--- src/nibble_core_pkg.sv ---
// Shared constants and types of the nibble ALU, flag and data memory block
package nibble_core_pkg;
   // ************************************************************
   // Data memory map
   // ************************************************************
   localparam logic [7:0] TIMER2_LOW_NIBBLE = 8'hF8;
   localparam logic [7:0] TIMER2_MID_NIBBLE = 8'hF9;
   localparam logic [7:0] TIMER2_HIGH_NIBBLE = 8'hFA;
   localparam logic [7:0] TIMER1_LOW_NIBBLE = 8'hF4;
   localparam logic [7:0] TABLE_COUNTER_LOW = 8'hFC;
   localparam logic [7:0] STACK_POINTER_WORD = 8'hFF;
   // Level n frame at C0 + 4n, so levels 13 and 14 overlay the timer words
   localparam logic [7:0] STACK_BASE = 8'hC0;
   localparam logic [7:0] SMALL_RAM_MASK = 8'h7F;
   localparam int RAM_WORDS = 256;
   localparam int PORT_COUNT = 32;
   // ************************************************************
   // Port address map
   // ************************************************************
   localparam logic [4:0] STATUS_INPUT_PORT = 5'h0E;
   // ************************************************************
   // Flag register layout and reset values
   // ************************************************************
   localparam int CARRY_POS = 3;
   localparam int ZERO_POS = 2;
   localparam int STATUS_POS = 1;
   localparam int USER_POS = 0;
   localparam logic [3:0] FLAGS_RESET = 4'h2;
   localparam logic [3:0] ACC_RESET = 4'h0;
   // ************************************************************
   // Operations presented by the sequencer, one per cycle
   // ************************************************************
   typedef enum logic [4:0] {
      OP_NOP,
      OP_LOAD_RAM,
      OP_STORE_RAM,
      OP_ADD,
      OP_ADD_WITH_CARRY,
      OP_SUBTRACT_WITH_CARRY,
      OP_AND,
      OP_OR,
      OP_XOR,
      OP_ROTATE_LEFT,
      OP_ROTATE_RIGHT,
      OP_SET_USER,
      OP_CLEAR_USER,
      OP_TEST_USER,
      OP_TABLE_ADDRESS,
      OP_TABLE_LOW,
      OP_TABLE_HIGH_INC,
      OP_PORT_IN,
      OP_PORT_OUT,
      OP_INT_ACCEPT,
      OP_INT_RETURN,
      OP_BRANCH
   } op_t;
endpackage

--- src/nibble_alu_flags_datamem.sv ---
// ALU, accumulator, condition flags, data memory, timer words and port latches
// Behaviour
// - A 12-bit table address counter supplies the ROM address for table reads.
// - The table counter lives in data memory as nibbles, read and written normally.
// - Two 12-bit timers live in RAM; the second at F8, F9, FA.
// - Unused timer words may hold stack levels 13 and 14 downward.
// - The small variant drops the top RAM address bit, aliasing 80-FF to 00-7F.
// - The ALU makes a 4-bit result, a carry and a zero detect.
// - The 4-bit accumulator is an operand source and takes the result.
// - Subtraction adds the two's complement; carry one means no borrow.
// - Zero detect is one when the ALU output or loaded data is zero.
// - Flags are carry, zero, status, user; pushed on interrupt, restored on return.
// - Carry feeds add and subtract with carry; rotates load the shifted-out bit.
// - Zero flag captures zero detect only for instructions that update it.
// - Status reads one, cleared by instruction conditions, held through next instruction.
// - Branch happens only when status is one.
// - Status forced to one at reset and after the interrupt push.
// - User flag is set, cleared and tested by instructions only.
// - Ports use a separate 5-bit address space, 0 to 31.
// - Output ports are latched; input ports are sampled directly.
// - Port transfers come from the input/output instruction group by port address.
// - The status input port carries the serial port status, not the flag.
// - Stack pointer word decrements after each save, increments before each restore.
`timescale 1ns/1ps
`default_nettype none
module nibble_alu_flags_datamem
   import nibble_core_pkg::*;
#(
   parameter bit SMALL_VARIANT = 1'b0
)
(
   input wire logic i_clk,
   input wire logic i_rstn,
   input wire op_t i_op,
   input wire logic [7:0] i_addr,
   input wire logic [3:0] i_wdata,
   input wire logic [4:0] i_port_addr,
   input wire logic [PORT_COUNT-1:0][3:0] i_port_in,
   input wire logic i_serial_status,
   input wire logic [7:0] i_rom_data,
   input wire logic [11:0] i_pc,
   input wire logic [1:0] i_timer_tick,
   output logic [3:0] o_acc,
   output logic [3:0] o_flags,
   output logic [11:0] o_rom_addr,
   output logic o_branch,
   output logic [11:0] o_return_pc,
   output logic [PORT_COUNT-1:0][3:0] o_port_latch
);
   // ************************************************************
   // State
   // ************************************************************
   typedef struct packed {
      logic [3:0] acc;
      logic [3:0] flags;
      logic [RAM_WORDS-1:0][3:0] ram;
      logic [PORT_COUNT-1:0][3:0] latch;
      logic [11:0] rom_addr;
      logic branch;
      logic [11:0] return_pc;
   } state_t;

   state_t s;
   state_t next_s;
   logic [PORT_COUNT-1:0][3:0] port_view;
   logic [1:0][11:0] timer_inc;
   logic [3:0] opnd;

   // Physical word for a program address
   function automatic logic [7:0] phys(input logic [7:0] a);
      phys = SMALL_VARIANT ? (a & SMALL_RAM_MASK) : a;
   endfunction

   assign opnd = s.ram[phys(i_addr)];

   // Status input port shows the serial status in place of pin data
   always_comb
   begin
      port_view = i_port_in;
      port_view[STATUS_INPUT_PORT] = {3'h0, i_serial_status};
   end

   // ************************************************************
   // Timer words count in place; stack levels 13/14 may reuse them
   // ************************************************************
   for (genvar t = 0; t < 2; t++)
   begin : g_timer
      localparam logic [7:0] BASE = (t == 0) ? TIMER1_LOW_NIBBLE : TIMER2_LOW_NIBBLE;
      assign timer_inc[t] = {s.ram[phys(BASE + 8'h02)], s.ram[phys(BASE + 8'h01)],
                             s.ram[phys(BASE)]} + 12'h001;
   end

   // ************************************************************
   // Next state
   // ************************************************************
   always_comb
   begin
      logic [4:0] sum;
      logic [3:0] res;
      logic [7:0] base;
      logic [7:0] stack_pointer_word;
      logic [11:0] dc;
      sum = 5'h00;
      res = 4'h0;
      stack_pointer_word = {4'h0, s.ram[phys(STACK_POINTER_WORD)]};
      base = 8'h00;
      dc = {s.ram[phys(TABLE_COUNTER_LOW + 8'h02)], s.ram[phys(TABLE_COUNTER_LOW + 8'h01)],
            s.ram[phys(TABLE_COUNTER_LOW)]};
      next_s = s;
      next_s.branch = 1'b0;
      // Timers first so an instruction write in the same cycle takes priority
      for (int t = 0; t < 2; t++)
      begin
         if (i_timer_tick[t])
         begin
            base = (t == 0) ? TIMER1_LOW_NIBBLE : TIMER2_LOW_NIBBLE;
            next_s.ram[phys(base)] = timer_inc[t][3:0];
            next_s.ram[phys(base + 8'h01)] = timer_inc[t][7:4];
            next_s.ram[phys(base + 8'h02)] = timer_inc[t][11:8];
         end
      end
      // Most instructions leave status at one
      if (i_op != OP_NOP)
      begin
         next_s.flags[STATUS_POS] = 1'b1;
      end
      unique case (i_op)
         OP_NOP:
         begin
         end
         OP_LOAD_RAM:
         begin
            next_s.acc = opnd;
            next_s.flags[ZERO_POS] = (opnd == 4'h0);
         end
         OP_STORE_RAM:
         begin
            next_s.ram[phys(i_addr)] = s.acc;
         end
         OP_ADD, OP_ADD_WITH_CARRY:
         begin
            sum = {1'b0, s.acc} + {1'b0, opnd}
                  + {4'h0, (i_op == OP_ADD_WITH_CARRY) & s.flags[CARRY_POS]};
            next_s.acc = sum[3:0];
            next_s.flags[CARRY_POS] = sum[4];
            next_s.flags[ZERO_POS] = (sum[3:0] == 4'h0);
            next_s.flags[STATUS_POS] = ~sum[4];
         end
         OP_SUBTRACT_WITH_CARRY:
         begin
            // Operand minus accumulator as operand plus inverted accumulator plus no-borrow
            sum = {1'b0, opnd} + {1'b0, ~s.acc} + {4'h0, s.flags[CARRY_POS]};
            next_s.acc = sum[3:0];
            next_s.flags[CARRY_POS] = sum[4];
            next_s.flags[ZERO_POS] = (sum[3:0] == 4'h0);
            next_s.flags[STATUS_POS] = sum[4];
         end
         OP_AND, OP_OR, OP_XOR:
         begin
            if (i_op == OP_AND)
            begin
               res = s.acc & opnd;
            end
            else if (i_op == OP_OR)
            begin
               res = s.acc | opnd;
            end
            else
            begin
               res = s.acc ^ opnd;
            end
            next_s.acc = res;
            next_s.flags[ZERO_POS] = (res == 4'h0);
            next_s.flags[STATUS_POS] = (res != 4'h0);
         end
         OP_ROTATE_LEFT:
         begin
            next_s.acc = {s.acc[2:0], s.flags[CARRY_POS]};
            next_s.flags[CARRY_POS] = s.acc[3];
         end
         OP_ROTATE_RIGHT:
         begin
            next_s.acc = {s.flags[CARRY_POS], s.acc[3:1]};
            next_s.flags[CARRY_POS] = s.acc[0];
         end
         OP_SET_USER:
         begin
            next_s.flags[USER_POS] = 1'b1;
         end
         OP_CLEAR_USER:
         begin
            next_s.flags[USER_POS] = 1'b0;
         end
         OP_TEST_USER:
         begin
            next_s.flags[STATUS_POS] = s.flags[USER_POS];
         end
         OP_TABLE_ADDRESS:
         begin
            next_s.rom_addr = dc;
         end
         OP_TABLE_LOW:
         begin
            next_s.acc = i_rom_data[3:0];
            next_s.flags[ZERO_POS] = (i_rom_data[3:0] == 4'h0);
         end
         OP_TABLE_HIGH_INC:
         begin
            next_s.acc = i_rom_data[7:4];
            next_s.flags[ZERO_POS] = (i_rom_data[7:4] == 4'h0);
            dc = dc + 12'h001;
            next_s.ram[phys(TABLE_COUNTER_LOW)] = dc[3:0];
            next_s.ram[phys(TABLE_COUNTER_LOW + 8'h01)] = dc[7:4];
            next_s.ram[phys(TABLE_COUNTER_LOW + 8'h02)] = dc[11:8];
         end
         OP_PORT_IN:
         begin
            // Pins read unlatched; stability is the outside circuit's job
            next_s.acc = port_view[i_port_addr];
         end
         OP_PORT_OUT:
         begin
            next_s.latch[i_port_addr] = i_wdata;
         end
         OP_INT_ACCEPT:
         begin
            base = STACK_BASE | {2'b00, stack_pointer_word[3:0], 2'b00};
            next_s.ram[phys(base)] = i_pc[3:0];
            next_s.ram[phys(base + 8'h01)] = i_pc[7:4];
            next_s.ram[phys(base + 8'h02)] = i_pc[11:8];
            next_s.ram[phys(base + 8'h03)] = s.flags;
            next_s.ram[phys(STACK_POINTER_WORD)] = stack_pointer_word[3:0] - 4'h1;
            next_s.flags[STATUS_POS] = 1'b1;
         end
         OP_INT_RETURN:
         begin
            stack_pointer_word = stack_pointer_word + 8'h01;
            base = STACK_BASE | {2'b00, stack_pointer_word[3:0], 2'b00};
            next_s.ram[phys(STACK_POINTER_WORD)] = stack_pointer_word[3:0];
            next_s.return_pc = {s.ram[phys(base + 8'h02)], s.ram[phys(base + 8'h01)],
                                s.ram[phys(base)]};
            next_s.flags = s.ram[phys(base + 8'h03)];
         end
         OP_BRANCH:
         begin
            next_s.branch = s.flags[STATUS_POS];
         end
         default:
         begin
         end
      endcase
   end

   // ************************************************************
   // Registers
   // ************************************************************
   always_ff @(posedge i_clk)
   begin
      if (!i_rstn)
      begin
         s <= '0;
         s.acc <= ACC_RESET;
         s.flags <= FLAGS_RESET;
      end
      else
      begin
         s <= next_s;
      end
   end

   assign o_acc = s.acc;
   assign o_flags = s.flags;
   assign o_rom_addr = s.rom_addr;
   assign o_branch = s.branch;
   assign o_return_pc = s.return_pc;
   assign o_port_latch = s.latch;

   // ************************************************************
   // Checks
   // ************************************************************
   logic [3:0] spw_now;
   assign spw_now = s.ram[phys(STACK_POINTER_WORD)];
   logic [11:0] dc_now;
   assign dc_now = {s.ram[phys(TABLE_COUNTER_LOW + 8'h02)], s.ram[phys(TABLE_COUNTER_LOW + 8'h01)],
                    s.ram[phys(TABLE_COUNTER_LOW)]};
endmodule
`default_nettype wire

--- config.mk ---
export PLATFORM = sky130hd
export DESIGN_NAME = nibble_alu_flags_datamem
export DESIGN_NICKNAME = d
export VERILOG_FILES = /design/src/nibble_core_pkg.sv /design/src/nibble_alu_flags_datamem.sv
export SDC_FILE = /design/constraint.sdc
export NUM_CORES = 2
export LEC_CHECK = 0
export ABC_AREA = 1
export BUFFER_PORTS_ARGS = -buffer_cell sky130_fd_sc_hd__buf_2
export CAP_MARGIN = 20
export CORE_MARGIN = 5
export CORE_UTILIZATION = 44
export CTS_CLUSTER_SIZE = 25
export DETAILED_ROUTE_END_ITERATION = 16
export MAX_ROUTING_LAYER = met4
export PLACE_DENSITY = 0.71
export REMOVE_ABC_BUFFERS = 1
export SLEW_MARGIN = 20
export SYNTH_ARGS = -nofsm -noshare
export SYNTH_HDL_FRONTEND = slang
export SYNTH_SLANG_ARGS = --single-unit
--- constraint.sdc ---
create_clock -name i_clk -period 10.3 [get_ports i_clk]
set_input_delay 2.06 -clock i_clk [delete_from_list [all_inputs] [get_ports i_clk]]
set_output_delay 2.06 -clock i_clk [all_outputs]
set_load 0.02 [all_outputs]
==> tab_implementation.tex <==
\begin{tabular}{lr}
\hline
Metric & Value \\
\hline
\multicolumn{2}{l}{\textbf{Timing}} \\
Achievable clock frequency & 0.150 GHz \\
Count of final setup violators & 0 \\
Max-slew headroom & 18.5\% \\
Final critical path time including I/O delays and setup & 6.65 ns \\
Worst-margin pin slew & around 1.2 ns \\
Number of hold violations in the final report & 0 \\
Setup TNS & 0 ns \\
Post-Route Skew & 0.0395 ns \\
Final slew viol count & 0 \\
Period utilization & 64.5\% \\
Unrepaired setup endpoints after global routing & no \\
Slack of the critical path & 3.65 ns \\
\multicolumn{2}{l}{\textbf{Placement}} \\
Placer's final routability congestion estimate & 1.06 \\
Instance count after placement with tap cells included & 10,640 \\
Number of port buffers & 331 \\
DP Worst Slack & slightly above 3 ns \\
Post-DP HPWL & 149 mm \\
\multicolumn{2}{l}{\textbf{GRT}} \\
Antenna violations before repair & 20 \\
Aggregate global-route resource usage & 31.9\% \\
Pin count of the biggest net entering global routing & around 270 \\
Wire length of the first global-routing pass & 357 mm \\
Via count of the first global-routing pass & 58,721 \\
Total congestion overflow & 0 \\
\multicolumn{2}{l}{\textbf{Power and ir drop}} \\
Leakage component of the power & between 20 and 30 nW \\
Sw power & between 2 and 3 mW \\
Fraction of power consumed by sequential logic & 44.5\% \\
Pwr Total & 10.4 mW \\
Internal portion of total power & 7.56 mW \\
Areal power density over the cells & $\sim$160 mW/mm\^{}2 \\
Peak supply drop & between 0.1 and 0.15 mV \\
Sw frac & 27.1\% \\
Part of the power in the clock network & 47.4\% \\
Relative contribution of combinational cells to total power & 8.1\% \\
\multicolumn{2}{l}{\textbf{Finish}} \\
Final Non-Filler Cells & 10,888 \\
Fill cells & 13,772 \\
Number of nets in the final layout & 9,182 \\
Share of final-layout standard cells stronger than drive strength 1 & 7.71\% \\
Area added between synthesis and finish & 9.32\% \\
\multicolumn{2}{l}{\textbf{Logic synthesis}} \\
Proportion of register bits with asynchronous set or reset after synthesis & 0\% \\
Avg Synthesized Cell Area & between 6 and 7 sq um \\
Most instantiated cells after synthesis & 2,316 x sky130\_fd\_sc\_hd\_\_nand2\_1, 1,334 x sky130\_fd\_sc\_hd\_\_o21ai\_0, 1,320 x sky130\_fd\_sc\_hd\_\_a21oi\_1 \\
Mapped cell area & about 0.061 sq mm \\
Largest area contributor in the synthesized netlist & sky130\_fd\_sc\_hd\_\_dfxtp\_1 \\
Portion of the post-synthesis area used by sequential elements & 39.0\% \\
Number of instances in the synthesized netlist & a little over 9,000 \\
Count of flip-flops with a built-in enable after synthesis & 0 \\
Largest cells by area after synthesis & sky130\_fd\_sc\_hd\_\_dfxtp\_1 39\%, sky130\_fd\_sc\_hd\_\_nand2\_1 14\%, sky130\_fd\_sc\_hd\_\_o21ai\_0 11\% \\
Share of the synthesized area in the top cell type & 39.0\% \\
Most frequently used flop master after synthesis & sky130\_fd\_sc\_hd\_\_dfxtp\_1 \\
Yosys reg bits & 1,185 \\
Distinct cell type count after synthesis & 52 \\
Most repeated cell in the gate-level netlist after synthesis & sky130\_fd\_sc\_hd\_\_nand2\_1 \\
YS warnings & 0 \\
\multicolumn{2}{l}{\textbf{Clocking}} \\
Number of H-tree branching levels & 4 \\
Post-CTS Setup Bufs & 0 \\
Largest buffer count on any clock path & 3 \\
CTS tree & done \\
CTS clk-pin slew, worst paths & 0.06 ns \\
Clock latency on the worst-skew pair & 0.80 ns \\
Number of clock sinks seen by CTS & around 1,200 \\
Number of buffers added by the clock tree synthesis step & 134 \\
\# resized after CTS & 0 \\
Hold-fix buffer count after cts & 0 \\
Root Buffer Master & sky130\_fd\_sc\_hd\_\_clkbuf\_16 \\
\multicolumn{2}{l}{\textbf{Detailed routing}} \\
DR vias & around 65,000 \\
DRC violations left & 0 \\
Routed WL per cell & 22.0 um \\
Top layer used by detailed routing & met4 \\
Vias per cell & $\sim$6 \\
Total wire length & 240 mm \\
Length of the first detailed-routing pass in iterations & 7 \\
Met2 Wirelength & approximately 100 mm \\
Wire length on met3 & between 20 and 30 mm \\
Antenna violation net count after detailed routing & 0 \\
Drt initial violations & 8,504 \\
Wire length on met1 & roughly 97 mm \\
\multicolumn{2}{l}{\textbf{Worst setup path}} \\
Worst-case register-to-register setup slack & 4.95 ns \\
Arr. time, crit path & $\sim$7.3 ns \\
End of the worst register-to-register path & o\_flags[2] \\
Slowest stage delay, CP & 0.47 ns \\
Worst Path Max Fanout & 106 \\
FF-to-FF path depth & 14 \\
Start of the worst register-to-register path & spw\_now[0] \\
Cell repeated most along the worst path & sky130\_fd\_sc\_hd\_\_nand2\_1 \\
Type of destination of the critical path & register \\
Critical-path cell with the highest stage delay & sky130\_fd\_sc\_hd\_\_nand2\_4 \\
CP startpoint kind & input pin \\
Required time reported for the critical path endpoint & between 10 and 15 ns \\
Category of the most critical setup path & in2reg \\
\multicolumn{2}{l}{\textbf{Min path}} \\
Hold Crit Class & reg2reg \\
Number of cells on the worst hold path & 2 \\
Endpoint, Worst Hold & o\_port\_latch[84] \\
Worst hold start & o\_port\_latch[84] \\
\multicolumn{2}{l}{\textbf{Status}} \\
Outcome & finished, final reports clean \\
\multicolumn{2}{l}{\textbf{Flow run}} \\
Max\_cap viols & 0 \\
\multicolumn{2}{l}{\textbf{Floorplan}} \\
Die height & 382 um \\
Area of the core & 0.137 sq mm \\
Floorplan row count & 136 \\
Total I/O pin count & 336 \\
Width of the die & between 300 and 400 um \\
Initial standard-cell utilization of the core & 44.3\% \\
Die footprint & 0.146 sq mm \\
\hline
\end{tabular}
[flip-flops by register name, indices dropped and copies added (netlist names)]
name	count
o_return_pc	12
o_rom_addr	12
o_port_latch	128
dc_now	12
o_acc	4
o_flags	4
o_branch	1
spw_now	4
s	1008
[critical path, delay by kind of cell]
kind | cells | cell delay [ns]
AO/OA/AOI/OAI | 5 | 0.71
AND/OR/NAND/NOR | 13 | 2.13
buffers and inverters | 4 | 1.11
adder cells (fa/ha/maj) | 2 | 0.86
XOR/XNOR | 1 | 0.20
[cells in the final DEF, fill, tap and decap left out, types with 8 or more instances in the layout]
master                         n
sky130_fd_sc_hd__buf_4        98
sky130_fd_sc_hd__nor2_4        8
sky130_fd_sc_hd__clkbuf_1     32
sky130_fd_sc_hd__inv_1       731
sky130_fd_sc_hd__buf_2       328
sky130_fd_sc_hd__ha_1         19
sky130_fd_sc_hd__clkbuf_8     25
sky130_fd_sc_hd__nor2_2       17
sky130_fd_sc_hd__buf_12        8
sky130_fd_sc_hd__nor3_1       38
sky130_fd_sc_hd__dfxtp_1    1180
sky130_fd_sc_hd__bufinv_16     8
sky130_fd_sc_hd__a221oi_1     12
sky130_fd_sc_hd__nor4_1       28
sky130_fd_sc_hd__o211ai_1     29
sky130_fd_sc_hd__mux2i_1      12
sky130_fd_sc_hd__nand2_1    2316
sky130_fd_sc_hd__xor2_1       10
sky130_fd_sc_hd__nand3_1     210
sky130_fd_sc_hd__o221ai_1    202
sky130_fd_sc_hd__diode_2      19
sky130_fd_sc_hd__clkbuf_16   135
sky130_fd_sc_hd__a22oi_1      96
sky130_fd_sc_hd__clkinv_2     14
sky130_fd_sc_hd__a211oi_1     30
sky130_fd_sc_hd__o22ai_1      17
sky130_fd_sc_hd__nand4_1      57
sky130_fd_sc_hd__a21oi_1    1319
sky130_fd_sc_hd__o21ai_0    1334
sky130_fd_sc_hd__inv_2         9
sky130_fd_sc_hd__nor2_1      653
[cell type report]
class	instances	area, sq um	area share [%]
sequential	1185	23700	35.6
clock inverter	36	634	0.953
clock buffer	192	3840	5.77
antenna	19	47.5	0.0714
inverter	755	2890	4.34
timing repair buffer	437	2580	3.88
tap	1794	2240	3.37
multi-input combinational	6470	30600	46.0
[metrics by stage]
stage | instance area [sq um] | utilization (%) | hold slack [ns]
2_1_floorplan | 57100 | - | 0.460
3_3_place_gp | 62000 | 45.1 | 0.431
3_5_place_dp | 62000 | 45.1 | 0.434
4_1_cts | 66500 | 48.4 | 0.443
5_1_grt | 66600 | 48.4 | 0.459
6_report | 66600 | 48.4 | 0.438
[layer usage]
layer  vias up  global-route usage, %
met5         -                      -
met4         0                   14.9
met3       721                   6.57
li1      30113                      -
met1     30049                   41.6
met2      3785                   47.5
[power groups by stage]
stage                     clock network [mW]  logic [mW]  registers [mW]
final                                   4.91       0.837            4.61
after floorplan                            0       0.302            4.72
after detailed placement                   0       0.792            4.71
after CTS                               4.94       0.794            4.61
after global routing                    5.15       0.851            4.61
after global placement                     0       0.791            4.71
[cell families after synthesis]
logic type | Yosys count | synth area share (%)
compound gates | 3073 | 27.4
xor+xnor | 12 | 0.173
fa+ha+maj | 24 | 0.542
buf+inv | 1527 | 10.9
flops | 1185 | 39.0
mux | 12 | 0.197
simple gates | 3349 | 21.9
[worst max-delay path by stage]
stage,startpoint,to,slack (ns),cells after the start
3_3_place_gp,i_addr[0],o_acc[2],3.06,26
3_5_place_dp,i_addr[0],o_acc[2],3.08,26
4_1_cts,i_addr[0],o_acc[2],3.91,26
6_report,i_addr[0],o_acc[2],3.65,25
2_1_floorplan,spw_now[0],o_flags[3],1.63,11
5_1_grt,i_addr[0],o_acc[2],3.44,25
No activity file was read; power rests on OpenSTA's default activity.
